$ cat config.mk
export PLATFORM = sky130hd
export DESIGN_NAME = fnc_unit
export DESIGN_NICKNAME = d
export VERILOG_FILES = /design/src/fnc_pkg.sv /design/src/fnc_dp_if.sv /design/src/fnc_flush.sv /design/src/fnc_cmp.sv /design/src/fnc_unit.sv
export SDC_FILE = /design/constraint.sdc
export NUM_CORES = 1
export LEC_CHECK = 0
export ABC_AREA = 1
export BUFFER_PORTS_ARGS = -buffer_cell sky130_fd_sc_hd__buf_2
export CAP_MARGIN = 40
export CORE_MARGIN = 2
export CORE_UTILIZATION = 45
export CTS_BUF_LIST = sky130_fd_sc_hd__clkbuf_16
export DETAILED_ROUTE_END_ITERATION = 8
export MAX_ROUTING_LAYER = met4
export PLACE_DENSITY = 0.82
export SYNTH_ARGS = -nofsm -noshare
export SYNTH_HDL_FRONTEND = slang
export SYNTH_SLANG_ARGS = --single-unit
$ cat constraint.sdc
create_clock -name clk_i -period 2 [get_ports clk_i]
set_input_delay 0 -clock clk_i [delete_from_list [all_inputs] [get_ports clk_i]]
set_output_delay 0 -clock clk_i [all_outputs]
set_load 0.1 [all_outputs]
$ cat src/fnc_pkg.sv
// Constants and types for the float not-equal compare unit
package fnc_pkg;
    localparam int WORD_W = 32;
    localparam int FLAG_W = 7;
    localparam int EV_W = 3;
    localparam int DEST_W = 7;
    // Operation codes and issue slot
    localparam logic [7:0] OPC_NEQ = 8'h96;
    localparam logic [7:0] OPC_NEQ_FLAGS = 8'h97;
    localparam logic [2:0] ISSUE_SLOT = 3'h3;
    localparam int LATENCY = 1;
    // Exception flag bit positions
    localparam int FLG_INX = 1;
    localparam int FLG_UNF = 2;
    localparam int FLG_OVF = 3;
    localparam int FLG_INV = 4;
    localparam int FLG_IFZ = 5;
    localparam int FLG_OFZ = 6;
    localparam logic [FLAG_W-1:0] FLAG_MASK = 7'h7E;
    // Register offsets
    localparam logic [7:0] OFF_PSW = 8'h00;
    localparam logic [7:0] OFF_IRQ_STAT = 8'h04;
    localparam logic [7:0] OFF_IRQ_MASK = 8'h08;
    localparam logic [7:0] OFF_OP_COUNT = 8'h0C;
    // Event bit positions
    localparam int EV_INV = 0;
    localparam int EV_IFZ = 1;
    localparam int EV_REJECT = 2;
    // Reset values
    localparam logic [FLAG_W-1:0] RST_PSW = 7'h00;
    localparam logic [EV_W-1:0] RST_IRQ_STAT = 3'h0;
    localparam logic [EV_W-1:0] RST_IRQ_MASK = 3'h0;
    localparam logic [15:0] RST_OP_COUNT = 16'h0000;
    // Float fields
    localparam logic [7:0] EXP_ALL_ONES = 8'hFF;
    localparam logic [7:0] EXP_ZERO = 8'h00;

    typedef struct packed {
        logic wr_en;
        logic [DEST_W-1:0] wr_dest;
        logic [WORD_W-1:0] wr_data;
        logic [FLAG_W-1:0] psw;
        logic [EV_W-1:0] irq_stat;
        logic [EV_W-1:0] irq_mask;
        logic [15:0] op_count;
        logic [WORD_W-1:0] rdata;
    } fnc_state_t;
endpackage

$ cat src/fnc_dp_if.sv
// Operand path between the compare top and its datapath modules
`timescale 1ns/100ps
interface fnc_dp_if;
    logic [1:0][31:0] raw;
    logic [1:0][31:0] flat;
    logic [1:0] denorm;
    logic [1:0] snan;
    logic [1:0] qnan;
    logic ne;
    logic invalid_flag;
    modport top (output raw, input flat, denorm, snan, qnan, ne, invalid_flag);
    modport flush (input raw, output flat, denorm, snan, qnan);
    modport cmp (input flat, snan, qnan, output ne, invalid_flag);
endinterface

$ cat src/fnc_flush.sv
// Operand classification and denormal flush
`timescale 1ns/100ps
module fnc_flush
    import fnc_pkg::*;
(
    fnc_dp_if.flush dp
);
    genvar i;
    generate
        for (i = 0; i < 2; i++) begin : g_opnd
            logic is_den;
            logic is_nan;
            assign is_den = (dp.raw[i][30:23] == EXP_ZERO) &&
                            (dp.raw[i][22:0] != 23'h000000);
            assign is_nan = (dp.raw[i][30:23] == EXP_ALL_ONES) &&
                            (dp.raw[i][22:0] != 23'h000000);
            // Denormal replaced by zero of the same sign
            assign dp.flat[i] = is_den ? {dp.raw[i][31], 31'h00000000}
                                       : dp.raw[i];
            assign dp.denorm[i] = is_den;
            assign dp.qnan[i] = is_nan && dp.raw[i][22];
            assign dp.snan[i] = is_nan && !dp.raw[i][22];
        end
    endgenerate
endmodule

$ cat src/fnc_cmp.sv
// Single-precision not-equal decision
`timescale 1ns/100ps
module fnc_cmp
    import fnc_pkg::*;
(
    fnc_dp_if.cmp dp
);
    logic any_nan;
    logic both_zero;
    assign any_nan = |(dp.snan | dp.qnan);
    // Plus and minus zero are the same value
    assign both_zero = (dp.flat[0][30:0] == 31'h00000000) &&
                       (dp.flat[1][30:0] == 31'h00000000);
    // Values differ as floats; a NaN operand yields 0
    assign dp.ne = !any_nan && !both_zero && (dp.flat[0] != dp.flat[1]);
    // Only a signalling NaN raises invalid
    assign dp.invalid_flag = |dp.snan;
endmodule

$ cat src/fnc_unit.sv
// Float not-equal compare unit with status word and register port
//
// Local design decisions: the address-and-strobe port and the address map.
`timescale 1ns/100ps
module fnc_unit
    import fnc_pkg::*;
(
    input wire logic clk_i,
    input wire logic rst_i,
    input wire logic issue_valid_i,
    input wire logic [2:0] issue_slot_i,
    input wire logic [7:0] opcode_i,
    input wire logic [WORD_W-1:0] guard_i,
    input wire logic [WORD_W-1:0] first_source_i,
    input wire logic [WORD_W-1:0] second_source_i,
    input wire logic [DEST_W-1:0] dest_i,
    input wire logic [FLAG_W-1:0] other_flags_i,
    input wire logic [7:0] addr_i,
    input wire logic [WORD_W-1:0] wdata_i,
    input wire logic wr_i,
    input wire logic rd_i,
    output logic [WORD_W-1:0] rdata_o,
    output logic wr_en_o,
    output logic [DEST_W-1:0] wr_dest_o,
    output logic [WORD_W-1:0] wr_data_o,
    output logic [FLAG_W-1:0] processor_status_word_o,
    output logic irq_o
);
    fnc_state_t cur;
    fnc_state_t nxt;
    fnc_dp_if dp ();

    logic is_ours;
    logic slot_ok;
    logic acc_neq;
    logic acc_flags;
    logic guard_on;
    logic commit_neq;
    logic commit_flags;
    logic reject;
    logic [FLAG_W-1:0] op_flags;
    logic [FLAG_W-1:0] own_set;
    logic [EV_W-1:0] events;
    logic psw_wr;
    logic stat_wr;
    logic mask_wr;
    logic irq_stat_set_reject;

    assign dp.raw = {second_source_i, first_source_i};

    fnc_flush u_flush (
        .dp(dp)
    );

    fnc_cmp u_cmp (
        .dp(dp)
    );

    // Issue decode
    assign is_ours = issue_valid_i &&
                     ((opcode_i == OPC_NEQ) || (opcode_i == OPC_NEQ_FLAGS));
    assign slot_ok = (issue_slot_i == ISSUE_SLOT);
    assign acc_neq = is_ours && slot_ok && (opcode_i == OPC_NEQ);
    assign acc_flags = is_ours && slot_ok &&
                       (opcode_i == OPC_NEQ_FLAGS);
    assign reject = is_ours && !slot_ok;
    assign guard_on = guard_i[0];
    assign commit_neq = acc_neq && guard_on;
    assign commit_flags = acc_flags && guard_on;

    // Exception vector in status-word layout
    always_comb begin
        op_flags = '0;
        op_flags[FLG_IFZ] = |dp.denorm;
        op_flags[FLG_INV] = dp.invalid_flag;
    end

    // Only the compare itself feeds the status word
    assign own_set = commit_neq ? op_flags : '0;

    always_comb begin
        events = '0;
        events[EV_INV] = commit_neq && op_flags[FLG_INV];
        events[EV_IFZ] = commit_neq && op_flags[FLG_IFZ];
        events[EV_REJECT] = reject;
    end

    assign psw_wr = wr_i && (addr_i == OFF_PSW);
    assign stat_wr = wr_i && (addr_i == OFF_IRQ_STAT);
    assign mask_wr = wr_i && (addr_i == OFF_IRQ_MASK);

    always_comb begin
        nxt = cur;
        // Result leaves one cycle after issue
        nxt.wr_en = commit_neq || commit_flags;
        if (commit_neq || commit_flags) begin
            nxt.wr_dest = dest_i;
        end
        if (commit_neq) begin
            nxt.wr_data = {31'h00000000, dp.ne};
        end else if (commit_flags) begin
            nxt.wr_data = {25'h0000000, op_flags};
        end
        // Explicit write may clear; all sets OR in on top
        nxt.psw = (psw_wr ? wdata_i[FLAG_W-1:0] : cur.psw) |
                  other_flags_i | own_set;
        nxt.psw = nxt.psw & FLAG_MASK;
        // Sticky events; a new event beats a write-one clear
        nxt.irq_stat = (stat_wr ? (cur.irq_stat & ~wdata_i[EV_W-1:0])
                                : cur.irq_stat) | events;
        if (mask_wr) begin
            nxt.irq_mask = wdata_i[EV_W-1:0];
        end
        if (nxt.wr_en) begin
            nxt.op_count = cur.op_count + 16'h0001;
        end
        nxt.rdata = '0;
        if (rd_i) begin
            unique case (addr_i)
                OFF_PSW: begin
                    nxt.rdata = {25'h0000000, cur.psw};
                end
                OFF_IRQ_STAT: begin
                    nxt.rdata = {29'h00000000, cur.irq_stat};
                end
                OFF_IRQ_MASK: begin
                    nxt.rdata = {29'h00000000, cur.irq_mask};
                end
                OFF_OP_COUNT: begin
                    nxt.rdata = {16'h0000, cur.op_count};
                end
                default: begin
                    nxt.rdata = '0;
                end
            endcase
        end
    end

    always_ff @(posedge clk_i) begin
        if (rst_i) begin
            cur.wr_en <= 1'b0;
            cur.wr_dest <= '0;
            cur.wr_data <= '0;
            cur.psw <= RST_PSW;
            cur.irq_stat <= RST_IRQ_STAT;
            cur.irq_mask <= RST_IRQ_MASK;
            cur.op_count <= RST_OP_COUNT;
            cur.rdata <= '0;
        end else begin
            cur <= nxt;
        end
    end

    assign wr_en_o = cur.wr_en;
    assign wr_dest_o = cur.wr_dest;
    assign wr_data_o = cur.wr_data;
    assign processor_status_word_o = cur.psw;
    assign rdata_o = cur.rdata;
    assign irq_o = |(cur.irq_stat & cur.irq_mask);

    // Checks
    AST_NE_VALUE: assert property (
        @(posedge clk_i) disable iff (rst_i)
        commit_neq |=> wr_en_o && (wr_data_o[0] == $past(dp.ne)))
    else $error("compare result does not match operand difference");

    AST_NE_EQUAL_OPS: assert property (
        @(posedge clk_i) disable iff (rst_i)
        commit_neq && (first_source_i == second_source_i) &&
        !(|dp.snan) && !(|dp.qnan)
        |=> wr_data_o == 32'h00000000)
    else $error("equal operands did not give zero");

    AST_IFZ_TO_PSW: assert property (
        @(posedge clk_i) disable iff (rst_i)
        commit_neq && (|dp.denorm) |=> processor_status_word_o[FLG_IFZ])
    else $error("input flush not recorded in status word");

    AST_INV_TO_PSW: assert property (
        @(posedge clk_i) disable iff (rst_i)
        commit_neq && dp.invalid_flag |=> processor_status_word_o[FLG_INV])
    else $error("invalid not recorded in status word");

    AST_STICKY: assert property (
        @(posedge clk_i) disable iff (rst_i)
        !psw_wr |=> ((processor_status_word_o &
                      $past(processor_status_word_o)) ==
                     $past(processor_status_word_o)))
    else $error("status flag dropped without a status write");

    AST_SAME_CYCLE: assert property (
        @(posedge clk_i) disable iff (rst_i)
        commit_neq && (|op_flags) |=>
        wr_en_o && ((processor_status_word_o & $past(op_flags)) ==
                    $past(op_flags)))
    else $error("flag update not in the write cycle");

    AST_OR_MERGE: assert property (
        @(posedge clk_i) disable iff (rst_i)
        !psw_wr |=> processor_status_word_o ==
            (($past(processor_status_word_o) | $past(other_flags_i) |
              $past(own_set)) & FLAG_MASK))
    else $error("status word is not the OR of all updates");

    AST_GUARD_OFF: assert property (
        @(posedge clk_i) disable iff (rst_i)
        acc_neq && !guard_on && !psw_wr && (other_flags_i == 7'h00)
        |=> !wr_en_o && $stable(processor_status_word_o))
    else $error("false guard changed result or flags");

    AST_SLOT_ONLY: assert property (
        @(posedge clk_i) disable iff (rst_i)
        is_ours && !slot_ok |=> !wr_en_o ##0 irq_stat_set_reject)
    else $error("issue outside slot 3 was executed");

    assign irq_stat_set_reject = cur.irq_stat[EV_REJECT];

    AST_FLAGOP_LATENCY: assert property (
        @(posedge clk_i) disable iff (rst_i)
        commit_flags |=> wr_en_o && (wr_dest_o == $past(dest_i)))
    else $error("flag operation not written after one cycle");

    AST_FLAGOP_NO_PSW: assert property (
        @(posedge clk_i) disable iff (rst_i)
        commit_flags && !psw_wr && (other_flags_i == 7'h00)
        |=> $stable(processor_status_word_o))
    else $error("flag operation touched the status word");

    AST_FLAGOP_LAYOUT: assert property (
        @(posedge clk_i) disable iff (rst_i)
        commit_flags |=> wr_data_o[FLG_INV] == $past(dp.invalid_flag) &&
                         wr_data_o[31:FLAG_W] == 25'h0000000)
    else $error("flag vector layout wrong");

    AST_FLAGOP_IFZ: assert property (
        @(posedge clk_i) disable iff (rst_i)
        commit_flags && (|dp.denorm) |=> wr_data_o[FLG_IFZ])
    else $error("input flush bit missing in flag vector");

    AST_FLAGOP_GUARD: assert property (
        @(posedge clk_i) disable iff (rst_i)
        acc_flags && !guard_on |=> !wr_en_o)
    else $error("false guard wrote the flag result");

    AST_IFZ_CODE: assert property (
        @(posedge clk_i) disable iff (rst_i)
        commit_flags && (|dp.denorm) && !dp.invalid_flag
        |=> wr_data_o == 32'h00000020)
    else $error("input flush code is not 20 hex");

    AST_INF_PAIR: assert property (
        @(posedge clk_i) disable iff (rst_i)
        commit_neq && (first_source_i == 32'h7F800000) &&
        (second_source_i == 32'hFF800000)
        |=> wr_data_o == 32'h00000001)
    else $error("opposite infinities reported equal");

    AST_UPPER_ZERO: assert property (
        @(posedge clk_i) disable iff (rst_i)
        commit_neq |=> wr_data_o[31:1] == 31'h00000000)
    else $error("upper result bits not cleared");

    AST_WR_PULSE: assert property (
        @(posedge clk_i) disable iff (rst_i)
        !(commit_neq || commit_flags) |=> !wr_en_o)
    else $error("result written without a committed operation");

    AST_NE_DEST: assert property (
        @(posedge clk_i) disable iff (rst_i)
        commit_neq |=> wr_en_o && (wr_dest_o == $past(dest_i)))
    else $error("compare result went to the wrong register");

    AST_NAN_ZERO: assert property (
        @(posedge clk_i) disable iff (rst_i)
        commit_neq && ((|dp.snan) || (|dp.qnan))
        |=> wr_data_o == 32'h00000000)
    else $error("NaN operand did not give zero");

    AST_INF_SELF: assert property (
        @(posedge clk_i) disable iff (rst_i)
        commit_neq && (first_source_i == 32'h7F800000) &&
        (second_source_i == 32'h7F800000)
        |=> wr_data_o == 32'h00000000)
    else $error("infinity not equal to itself");

    AST_ZERO_SIGNS: assert property (
        @(posedge clk_i) disable iff (rst_i)
        commit_neq && (first_source_i == 32'h00000000) &&
        (second_source_i == 32'h80000000)
        |=> wr_data_o == 32'h00000000)
    else $error("plus and minus zero reported unequal");

    AST_PSW_WRITE: assert property (
        @(posedge clk_i) disable iff (rst_i)
        psw_wr |=> processor_status_word_o ==
            (($past(wdata_i[FLAG_W-1:0]) | $past(other_flags_i) |
              $past(own_set)) & FLAG_MASK))
    else $error("status write did not merge with new flags");

    AST_FLAGOP_INV: assert property (
        @(posedge clk_i) disable iff (rst_i)
        commit_flags && (|dp.snan) |=> wr_data_o[FLG_INV])
    else $error("invalid bit missing in flag vector");

    AST_FLAGOP_QUIET: assert property (
        @(posedge clk_i) disable iff (rst_i)
        commit_flags && !(|dp.snan) && !(|dp.denorm)
        |=> wr_data_o == 32'h00000000)
    else $error("flag vector not empty for a quiet compare");

    AST_FLAGOP_HOLD: assert property (
        @(posedge clk_i) disable iff (rst_i)
        acc_flags && !guard_on |=> $stable(wr_data_o))
    else $error("false guard changed the flag result");

    AST_OTHER_SET: assert property (
        @(posedge clk_i) disable iff (rst_i)
        (|other_flags_i) |=>
        ((processor_status_word_o & $past(other_flags_i) & FLAG_MASK) ==
         ($past(other_flags_i) & FLAG_MASK)))
    else $error("flags from other units were lost");

    AST_SLOT_FLAGS: assert property (
        @(posedge clk_i) disable iff (rst_i)
        is_ours && !slot_ok && (opcode_i == OPC_NEQ_FLAGS)
        |=> !wr_en_o)
    else $error("flag operation outside slot 3 was executed");

endmodule

==> impl_metrics.toml, run 1 <==
[status]
outcome = "finished, final reports clean"

[power_and_ir_drop]
pwr-share-seq = 0.394
p_int_mw = 1.76
leakagePower_nw = 2.52
p_comb_frac = 0.293
powerDensity_mw_per_mm2 = 575
peakVddDrop_v = 0.000298
swShare = 0.375
power_switching_mw = 1.06
p_clk_frac = 0.313

[sta]
hold_viol_final = 0
hold_ws_ns = 0.00123
relSlewSlack = 0.659
max_freq_mhz = 557
fin_worst_skew_ns = 0.0106
min_period_ns = 1.79
rsz0062_at_grt = "false"
finalMaxSlewViolations = 0
worst_pin_slew_ns = 0.515
tns_ns = 0
finalCritPeriodShare = 0.897
setup_viol = 0

[global_routing]
grt_util_met3 = 0.0272
met1_usage = 0.248
gr-max-usage-layer = "met2"
grt-ovfl-total = 0
grt_use_met2 = 0.357
antenna_found_initial = 0
track_usage = 0.206
grt_max_degree = 38
grt_pass1_wl_microns = 16300
grt_pass1_vias = 3696

[synth]
synth_fa_ha_area_frac = 0.00302
synth_top_family_by_area = "simple AND/OR/NAND/NOR gates"
synth-simple-area-share = 0.360
muxShareOfSynthArea = 0
synth_compound_area_frac = 0.115
synth-edff-count = 0
synth-seq-cells = 55
yosys.area.top_type_share = 0.265
synth_area_sq_mm = 0.00415
synth_area_leaders = "dfxtp_1, buf_4, nand2_1"
ys_types = 43
synthArstFlopShare = 0
syn_inst = 645
synth_common_cells = "nand2_1, nor2_1, buf_4"
yosysSeqAreaShare = 0.265
yosysTopAreaCell = "dfxtp_1"
synthXorXnorAreaFrac = 0.0169
synth_ff_type = "dfxtp_1"
syn_area_per_cell_sq_um = 6.43
yosysMostFrequentCell = "nand2_1"
ys.warnings.count = 0

[setup_path]
worstSetupEndpoint = "cur[46]"
r2r_start = "cur[32]"
critPathMaxFanout = 4
reg2reg_to = "cur[46]"
critical_path_class = "flop to flop"
reg2regPathDepth = 10
critPathLaunchType = "flop"
cp.required_ns = 2.19
cp.arrival_ns = 1.99
end_kind = "flop"
rrSetupSlack_ns = 0.21
cp-startpoint = "cur[32]"

[route]
first_pass_iters = 4
detail-route-antenna-nets = 0
wl_per_cell_microns = 11.6
drt-initial-drc-count = 162
viasPerCell = 4.74
via_count = 4197
drt_wl_total_microns = 10200
remaining_drc_errors = 0

[layout]
fill_cells = 900
seq_area_sq_mm = 0.00110
design_area_sq_mm = 0.00490
fin_cells = 886
antenna_cells = 0
syn_to_final_growth_pct = 18.1
multi_input_area_sq_mm = 0.00224
drive_gt1_frac = 0.257
num-nets-final = 941

[clock_tree]
htreeDepth = 2
clock-sinks = 55
clk_pin_slew_worst_paths_ns = 0.08
cts_root_buf = "clkbuf_16"
clk_path_buf_depth = 2
cts_tree = "yes"
cts_buffers = 5
clk_latency_ns = 0.30

[placement]
dp_hpwl_microns = 8230
dp.cells = 864
gp_congestion = 0.929
port-buffer-count = 142
dpl_cell_area_sq_mm = 0.00460

[floorplan]
core_sq_mm = 0.00911
dieArea_sq_mm = 0.0100
fp.dieH_microns = 100
top_level_ports = 246
fp-row-count = 35
start_util = 0.455
dieWidth_microns = 100

[min_path]
hold_start = "wdata_i[0]"
hold_class = "primary input to flop"

[run]
drv_cap = 0
power by group through the flow:
| stage | Clock [mW] | Combinational, mW | Sequential, mW |
|---|---|---|---|
| 2_1_floorplan | 0 | 0.703 | 1.13 |
| 3_3_place_gp | 0 | 0.795 | 1.14 |
| 3_5_place_dp | 0 | 0.800 | 1.14 |
| 4_1_cts | 0.895 | 0.823 | 1.11 |
| 5_1_grt | 0.936 | 0.879 | 1.11 |
| 6_report | 0.881 | 0.825 | 1.11 |
cells in the final DEF, fill, tap and decap left out, types with 10 or more instances in the layout:
| cell type | count |
|---|---|
| o21ai_0 | 21 |
| nand4_1 | 11 |
| nand3_1 | 30 |
| nand2_1 | 147 |
| buf_2 | 142 |
| inv_1 | 78 |
| nor3_1 | 15 |
| buf_4 | 10 |
| dlygate4sd3_1 | 14 |
| a21oi_1 | 29 |
| dfxtp_1 | 55 |
| nor2_1 | 91 |
| conb_1 | 46 |
worst max-delay path: stages, from the launching register on:
cell     delay, ns
dfxtp_1       0.39
ha_1          0.19
inv_1         0.08
nor4_4        0.26
nand2_1       0.11
nor2_1        0.10
nand3_1       0.13
nor2_1        0.16
nand2_1       0.09
o21ai_1       0.12
a21oi_1       0.05
metrics by stage:
step | total power [mW] | setup WS, ns | util
2_1_floorplan | 1.84 | 0.0818 | -
5_1_grt | 2.93 | 0.00706 | 0.538
3_5_place_dp | 1.94 | 0.157 | 0.505
4_1_cts | 2.83 | 0.159 | 0.537
3_3_place_gp | 1.93 | 0.136 | 0.505
6_report | 2.82 | 0.206 | 0.538
layout make-up:
class / count / share of cell area
clock inverter: 3 / 0.00511
multi-input combinational: 462 / 0.456
clock buffer: 5 / 0.0255
sequential: 55 / 0.225
timing repair buffer: 168 / 0.197
tap: 111 / 0.0283
inverter: 82 / 0.0628
worst min-delay path by stage:
stage,end,cells after the start,slack [ns]
final,cur[48],3,0.001
after global routing,cur[48],3,0.02
after CTS,cur[48],3,0.001
after detailed placement,processor_status_word_o[2],3,0.22
after global placement,wr_dest_o[5],3,0.22
after floorplan,processor_status_word_o[1],2,0.12
state kept, by name (all words and copies together) (netlist names):
name                     count
wr_dest_o                    7
wr_en_o                      1
processor_status_word_o      6
wr_data_o                    3
cur                         22
rdata_o                     16
per-layer routing:
layer  wire [microns]  part of all wire
met4              218             0.021
met1             4320              0.42
met2             5020              0.49
met5                0                 0
met3              680             0.066
what timing repair did:
item                                    4_1_cts  5_1_grt
hold buffers                                 14        0
buffers inserted                              0        0
gates resized for setup                       0        1
endpoints found under the hold margin        13        0
endpoints found under the setup margin        0        1
logic make-up (layout without fill, tap and decap cells):
logic type | Yosys count | count (layout)
compound gates | 80 | 80
xor+xnor | 8 | 8
fa+ha+maj | 1 | 1
buf+inv | 173 | 258
flops | 55 | 55
other cells | 1 | 46
simple gates | 327 | 327
(Power assumes the default switching activity.)
==> inputs of run 2 (changes only) <==
Settings changed: CORE_UTILIZATION 45 to 40, PLACE_DENSITY 0.82 to 0.78.
Clock period 2 ns to 1.55 ns, I/O delays scaled along.
==> run 2 against run 1 <==
Register-to-register slack got worse by 0.26 ns. Flip-flop and latch count is the same. Clock-buffer cell count stayed put. Die area rose by 12%. The flow now finishes with violations (negative hold slack, negative setup slack). Clock power increased by 26%. Final area up 22%. Core utilization is 4.8 points higher. Cell count up 14%. Global-route usage is 0.077 points lower. Largest cell class unchanged. Total power rose by 33%. Worst setup slack worse by 0.26 ns. Critical path type unchanged.
==> impl_metrics.toml, run 2 (same netlist as run 1, synthesis figures left out) <==
[layout]
largest_reg_flops = 22
layout_common_cells = "nand2_1, buf_2, buf_4, inv_1, nor2_1"
antenna_cells = 0
utilization = 0.586
fill_cells = 931
num-nets-final = 1039
syn_to_final_growth_pct = 43.9
drive_gt1_frac = 0.391
mostFrequentLayoutCell = "nand2_1"
largest_register = "cur"

[status]
violations = "negative hold slack, negative setup slack"
outcome = "complete, but fails checks"

[power_and_ir_drop]
pwr-share-seq = 0.382
power_switching_mw = 1.39
p_clk_frac = 0.297
power_mw = 3.75
p_comb_frac = 0.321
peakVddDrop_v = 0.000379
powerDensity_mw_per_mm2 = 628
leakagePower_nw = 3.08
p_int_mw = 2.36
swShare = 0.371

[route]
remaining_drc_errors = 0
wl_per_cell_microns = 12.4
via_count = 4782
drt-initial-drc-count = 222
viasPerCell = 4.74
first_pass_iters = 5
detail-route-antenna-nets = 0
drt_wl_total_microns = 12600

[clock_tree]
clk_pin_slew_worst_paths_ns = 0.07
htreeDepth = 2
clk_latency_ns = 0.29
cts_tree = "yes"
clk_path_buf_depth = 2
cts_root_buf = "clkbuf_16"
cts_buffers = 5
clock-sinks = 55

[min_path]
hold_class = "primary input to flop"
hold_depth = 3
hold_start = "wdata_i[2]"
worstHoldEndpoint = "cur[50]"

[global_routing]
antenna_found_initial = 0
grt-ovfl-total = 0
track_usage = 0.205
grt_max_degree = 29
grt_pass1_vias = 4232
grt_pass1_wl_microns = 18600

[floorplan]
dieWidth_microns = 106
dieArea_sq_mm = 0.0112
start_util = 0.407
fp.dieH_microns = 106
top_level_ports = 246
fp-row-count = 37
core_sq_mm = 0.0102

[sta]
hold_ws_ns = -0.00108
hold_viol_final = 1
rsz0062_at_grt = "true"
relSlewSlack = 0.660
min_period_ns = 1.60
max_freq_mhz = 625
finalMaxSlewViolations = 0
setup_slack_ns = -0.0497
fin_worst_skew_ns = 0.00480
worst_pin_slew_ns = 0.513
finalCritPeriodShare = 1.03
tns_ns = -0.115
setup_viol = 4

[setup_path]
r2r_start = "cur[32]"
cp.required_ns = 1.78
critPathMaxFanout = 2
worst_path_largest_cell_delay_ns = 0.37
critical_path_class = "flop to flop"
cp.arrival_ns = 1.83
reg2regPathDepth = 8
end_kind = "flop"
cp_cell_sequence = "buf_6 > inv_4 > nor3_4 > nand4_1 > nor4_2 > xor2_1 > o21ai_1 > a21oi_1"
reg2reg_to = "cur[47]"
rrSetupSlack_ns = -0.05
crit_slowest_cell = "dfxtp_4"
critPathLaunchType = "flop"

[placement]
port-buffer-count = 142
gp_congestion = 0.907
dp_hpwl_microns = 9110

[run]
drv_cap = 0
[run 2: cell count changes in the layout (fill, tap and decap cells not counted), sizes merged]
cell | previous run | this run
buf | 154 | 249
clkbuf | 5 | 8
clkinv | 0 | 2
dlygate4sd3 | 14 | 13
inv | 84 | 82
nand2 | 154 | 155
[run 2: power by group through the flow]
stage	Clock [mW]	Sequential (mW)	Combinational [mW]
CTS	1.13	1.43	1.17
global route	1.18	1.43	1.28
finish	1.11	1.43	1.20
floorplan	0	1.46	0.907
global placement	0	1.47	1.13
detailed placement	0	1.47	1.14
[run 2: layer usage]
layer | vias up | part of all wire | track usage
li1 | 2379 | - | -
met5 | - | 0 | -
met3 | 37 | 0.072 | 0.0210
met2 | 235 | 0.51 | 0.353
met4 | 0 | 0.026 | 0.0658
met1 | 2131 | 0.40 | 0.253
[run 2: final cells by class]
cell class	instances	area [sq um]	area share
repair buffers	265	1790	0.299
inverters	82	313	0.0524
flip-flops and latches	55	1110	0.185
multi-input cells	463	2440	0.409
well taps	136	170	0.0285
clock inverters	3	25.0	0.00419
clock buffers	5	125	0.0210
[run 2: worst max path at each step]
stage	start	to	slack, ns	depth (start not counted)
final	cur[32]	cur[47]	-0.05	8
after global routing	cur[32]	cur[47]	-0.23	8
after CTS	cur[33]	cur[46]	-0.07	10
after detailed placement	second_source_i[7]	wr_data_o[0]	-0.26	16
after global placement	first_source_i[7]	wr_data_o[0]	-0.22	16
after floorplan	cur[32]	cur[47]	0.04	7
[run 2: what timing repair did]
| action | 4_1_cts | 5_1_grt |
|---|---|---|
| endpoints found under the setup margin | 6 | 11 |
| pin swaps | 9 | 40 |
| hold buffers | 13 | 0 |
| resized for setup | 7 | 63 |
| gates cloned | 0 | 4 |
| endpoints found under the hold margin | 13 | 0 |
| setup buffers | 8 | 8 |
[run 2: through the flow]
| stage | worst slack, ns | area [sq um] | std cells |
|---|---|---|---|
| final | -0.0497 | 5970 | 1009 |
| after global routing | -0.229 | 5970 | 1009 |
| after CTS | -0.0693 | 5590 | 997 |
| after detailed placement | -0.256 | 5220 | 968 |
| after global placement | -0.215 | 5220 | 968 |
| after floorplan | 0.0393 | 4320 | 690 |
[run 2: critical path: cells and delay by family, from the launching register on]
family | cells | cell delay (ns)
AOI/OAI and AO/OA | 2 | 0.22
xor gates and xnor gates | 1 | 0.17
buffers and inverters | 2 | 0.13
DFF | 1 | 0.37
and+or+nand+nor | 3 | 0.63
==> inputs of run 3 (changes only) <==
Settings changed: SETUP_SLACK_MARGIN set to 0.2.
==> run 3 against run 2 <==
The flow finishes with violations (negative setup slack). Worst setup slack improved by 0.022 ns. Worst hold slack better by 0.017 ns. Largest power group unchanged. Maximum frequency up 1.4%. Non-clock buffer count up 2. Largest cell class unchanged. Sequential share of layout area shrank 1.1 points. Routed wire length rose by 10%. Via count grew 2.3%.
==> impl_metrics.toml, run 3 (same netlist as run 1, synthesis figures left out) <==
[sta]
max_freq_mhz = 634
min_period_ns = 1.58
hold_viol_final = 0
fin_worst_skew_ns = 0.00397
setup_viol = 2
rsz0062_at_grt = "true"
finalCritPeriodShare = 1.02
setup_slack_ns = -0.0276
finalMaxSlewViolations = 0
worst_pin_slew_ns = 0.522
relSlewSlack = 0.655

[placement]
port-buffer-count = 142
gp_congestion = 0.922
dpl_cell_area_sq_mm = 0.00521
place_ws_ns = -0.310
dp_hpwl_microns = 9250

[setup_path]
worstSetupEndpoint = "cur[46]"
cp.required_ns = 1.74
r2r_start = "cur[33]"
path_delay_family = "simple AND/OR/NAND/NOR gates"
reg2regPathDepth = 10
rrSetupSlack_ns = -0.03
end_kind = "flop"
critPathMaxFanout = 3
cp-startpoint = "cur[33]"
cp_num_cells = 10
worst-path-buf-inv = 1
critPathLaunchType = "flop"
worst_path_largest_cell_delay_ns = 0.37
crit_slowest_cell = "dfxtp_4"
cp.arrival_ns = 1.76
reg2reg_to = "cur[46]"
critical_path_class = "flop to flop"
cp_cell_sequence = "ha_4 > inv_4 > nor4_4 > nand2_1 > nor2_1 > nand3_2 > nor2_4 > nand2_2 > o21ai_2 > a21oi_1"

[layout]
antenna_cells = 0
num-nets-final = 1045
design_area_sq_mm = 0.00634
layout_common_cells = "nand2_1, buf_2, buf_4, inv_1, nor2_1"
mostFrequentLayoutCell = "nand2_1"
utilization = 0.623
largest_reg_flops = 22
syn_to_final_growth_pct = 52.9
drive_gt1_frac = 0.430
largest_register = "cur"

[route]
drt-initial-drc-count = 312
viasPerCell = 4.82
detail-route-antenna-nets = 0
wl_per_cell_microns = 13.7
via_count = 4894
remaining_drc_errors = 0
drt_wl_total_microns = 13900
first_pass_iters = 4

[floorplan]
start_util = 0.407
dieWidth_microns = 106
dieArea_sq_mm = 0.0112
fp.dieH_microns = 106
top_level_ports = 246
core_sq_mm = 0.0102
fp-row-count = 37

[power_and_ir_drop]
swShare = 0.376
peakVddDrop_v = 0.000416
powerDensity_mw_per_mm2 = 608
p_int_mw = 2.41
leakagePower_nw = 3.16
p_comb_frac = 0.338
power_switching_mw = 1.45
power_mw = 3.86
pwr-share-seq = 0.371
p_clk_frac = 0.292

[clock_tree]
cts_root_buf = "clkbuf_16"
clk_pin_slew_worst_paths_ns = 0.07
clock-sinks = 55
clk_path_buf_depth = 2
htreeDepth = 2
cts_tree = "yes"
clk_latency_ns = 0.29
cts_buffers = 5

[run]
drv_cap = 0

[min_path]
hold_class = "primary input to flop"

[global_routing]
grt-ovfl-total = 0
grt_max_degree = 24
grt_pass1_vias = 4557
track_usage = 0.232
grt_pass1_wl_microns = 20400
antenna_found_initial = 0

[status]
violations = "negative setup slack"
outcome = "complete, but fails checks"
run 3: cell types whose count changed in the layout (fill, tap and decap cells not counted), moves of 7 or more:
| cell | before | now |
|---|---|---|
| buf_2 | 142 | 117 |
| buf_6 | 4 | 29 |
| nand2_1 | 143 | 130 |
| nand2_2 | 9 | 20 |
| nor2_4 | 7 | 18 |
| nor2_1 | 71 | 64 |
run 3: power by group through the flow:
stage	registers, mW	clock network [mW]	logic, mW
6_report	1.43	1.13	1.30
5_1_grt	1.43	1.20	1.37
4_1_cts	1.43	1.13	1.22
3_5_place_dp	1.47	0	1.15
3_3_place_gp	1.47	0	1.14
2_1_floorplan	1.46	0	0.907
run 3: metal layers:
metal  track usage  routed length [microns]  vias to the layer above
met5             -                        0                        -
met4        0.0949                      632                        0
met3        0.0291                     1100                       55
met2         0.408                     6970                      273
met1         0.266                     5170                     2176
li1              -                        -                     2390
run 3: worst min path at each step:
stage	from	end	slack (ns)	depth (start not counted)
after floorplan	other_flags_i[1]	processor_status_word_o[1]	0.12	2
after global placement	other_flags_i[2]	processor_status_word_o[2]	0.22	3
after detailed placement	dest_i[5]	wr_dest_o[5]	0.23	3
after CTS	wdata_i[2]	cur[50]	0.02	3
after global routing	wdata_i[4]	processor_status_word_o[4]	0.02	3
final	wdata_i[6]	processor_status_word_o[6]	0.02	5
run 3: layout make-up:
| cell class | instances | area [sq um] |
|---|---|---|
| Timing Repair Buffer | 267 | 1930 |
| Multi-Input combinational cell | 467 | 2670 |
| Clock inverter | 3 | 25.0 |
| Inverter | 82 | 310 |
| Fill cell | 888 | 3840 |
| Sequential cell | 55 | 1110 |
| Tap cell | 136 | 170 |
| Clock buffer | 5 | 125 |
run 3: what timing repair did:
action,CTS,global route
resized for setup,74,73
pin swaps,50,49
setup buffers,12,10
cloned,5,1
hold buffers,13,0
endpoints found under the setup margin,12,18
hold endpoints to repair,13,0
run 3: through the flow:
| stage | TNS (ns) | std cells | hold slack (ns) |
|---|---|---|---|
| 2_1_floorplan | 0 | 690 | 0.118 |
| 3_3_place_gp | -0.366 | 966 | 0.222 |
| 3_5_place_dp | -0.357 | 966 | 0.230 |
| 4_1_cts | 0 | 1004 | 0.0157 |
| 5_1_grt | -0.426 | 1015 | 0.0170 |
| 6_report | -0.0484 | 1015 | 0.0156 |
run 3: worst register-to-register path, cell delays in order (launching register included):
cell     delay, ns
dfxtp_4       0.37
ha_4          0.15
inv_4         0.04
nor4_4        0.14
nand2_1       0.11
nor2_1        0.13
nand3_2       0.14
nor2_4        0.14
nand2_2       0.07
o21ai_2       0.12
a21oi_1       0.05
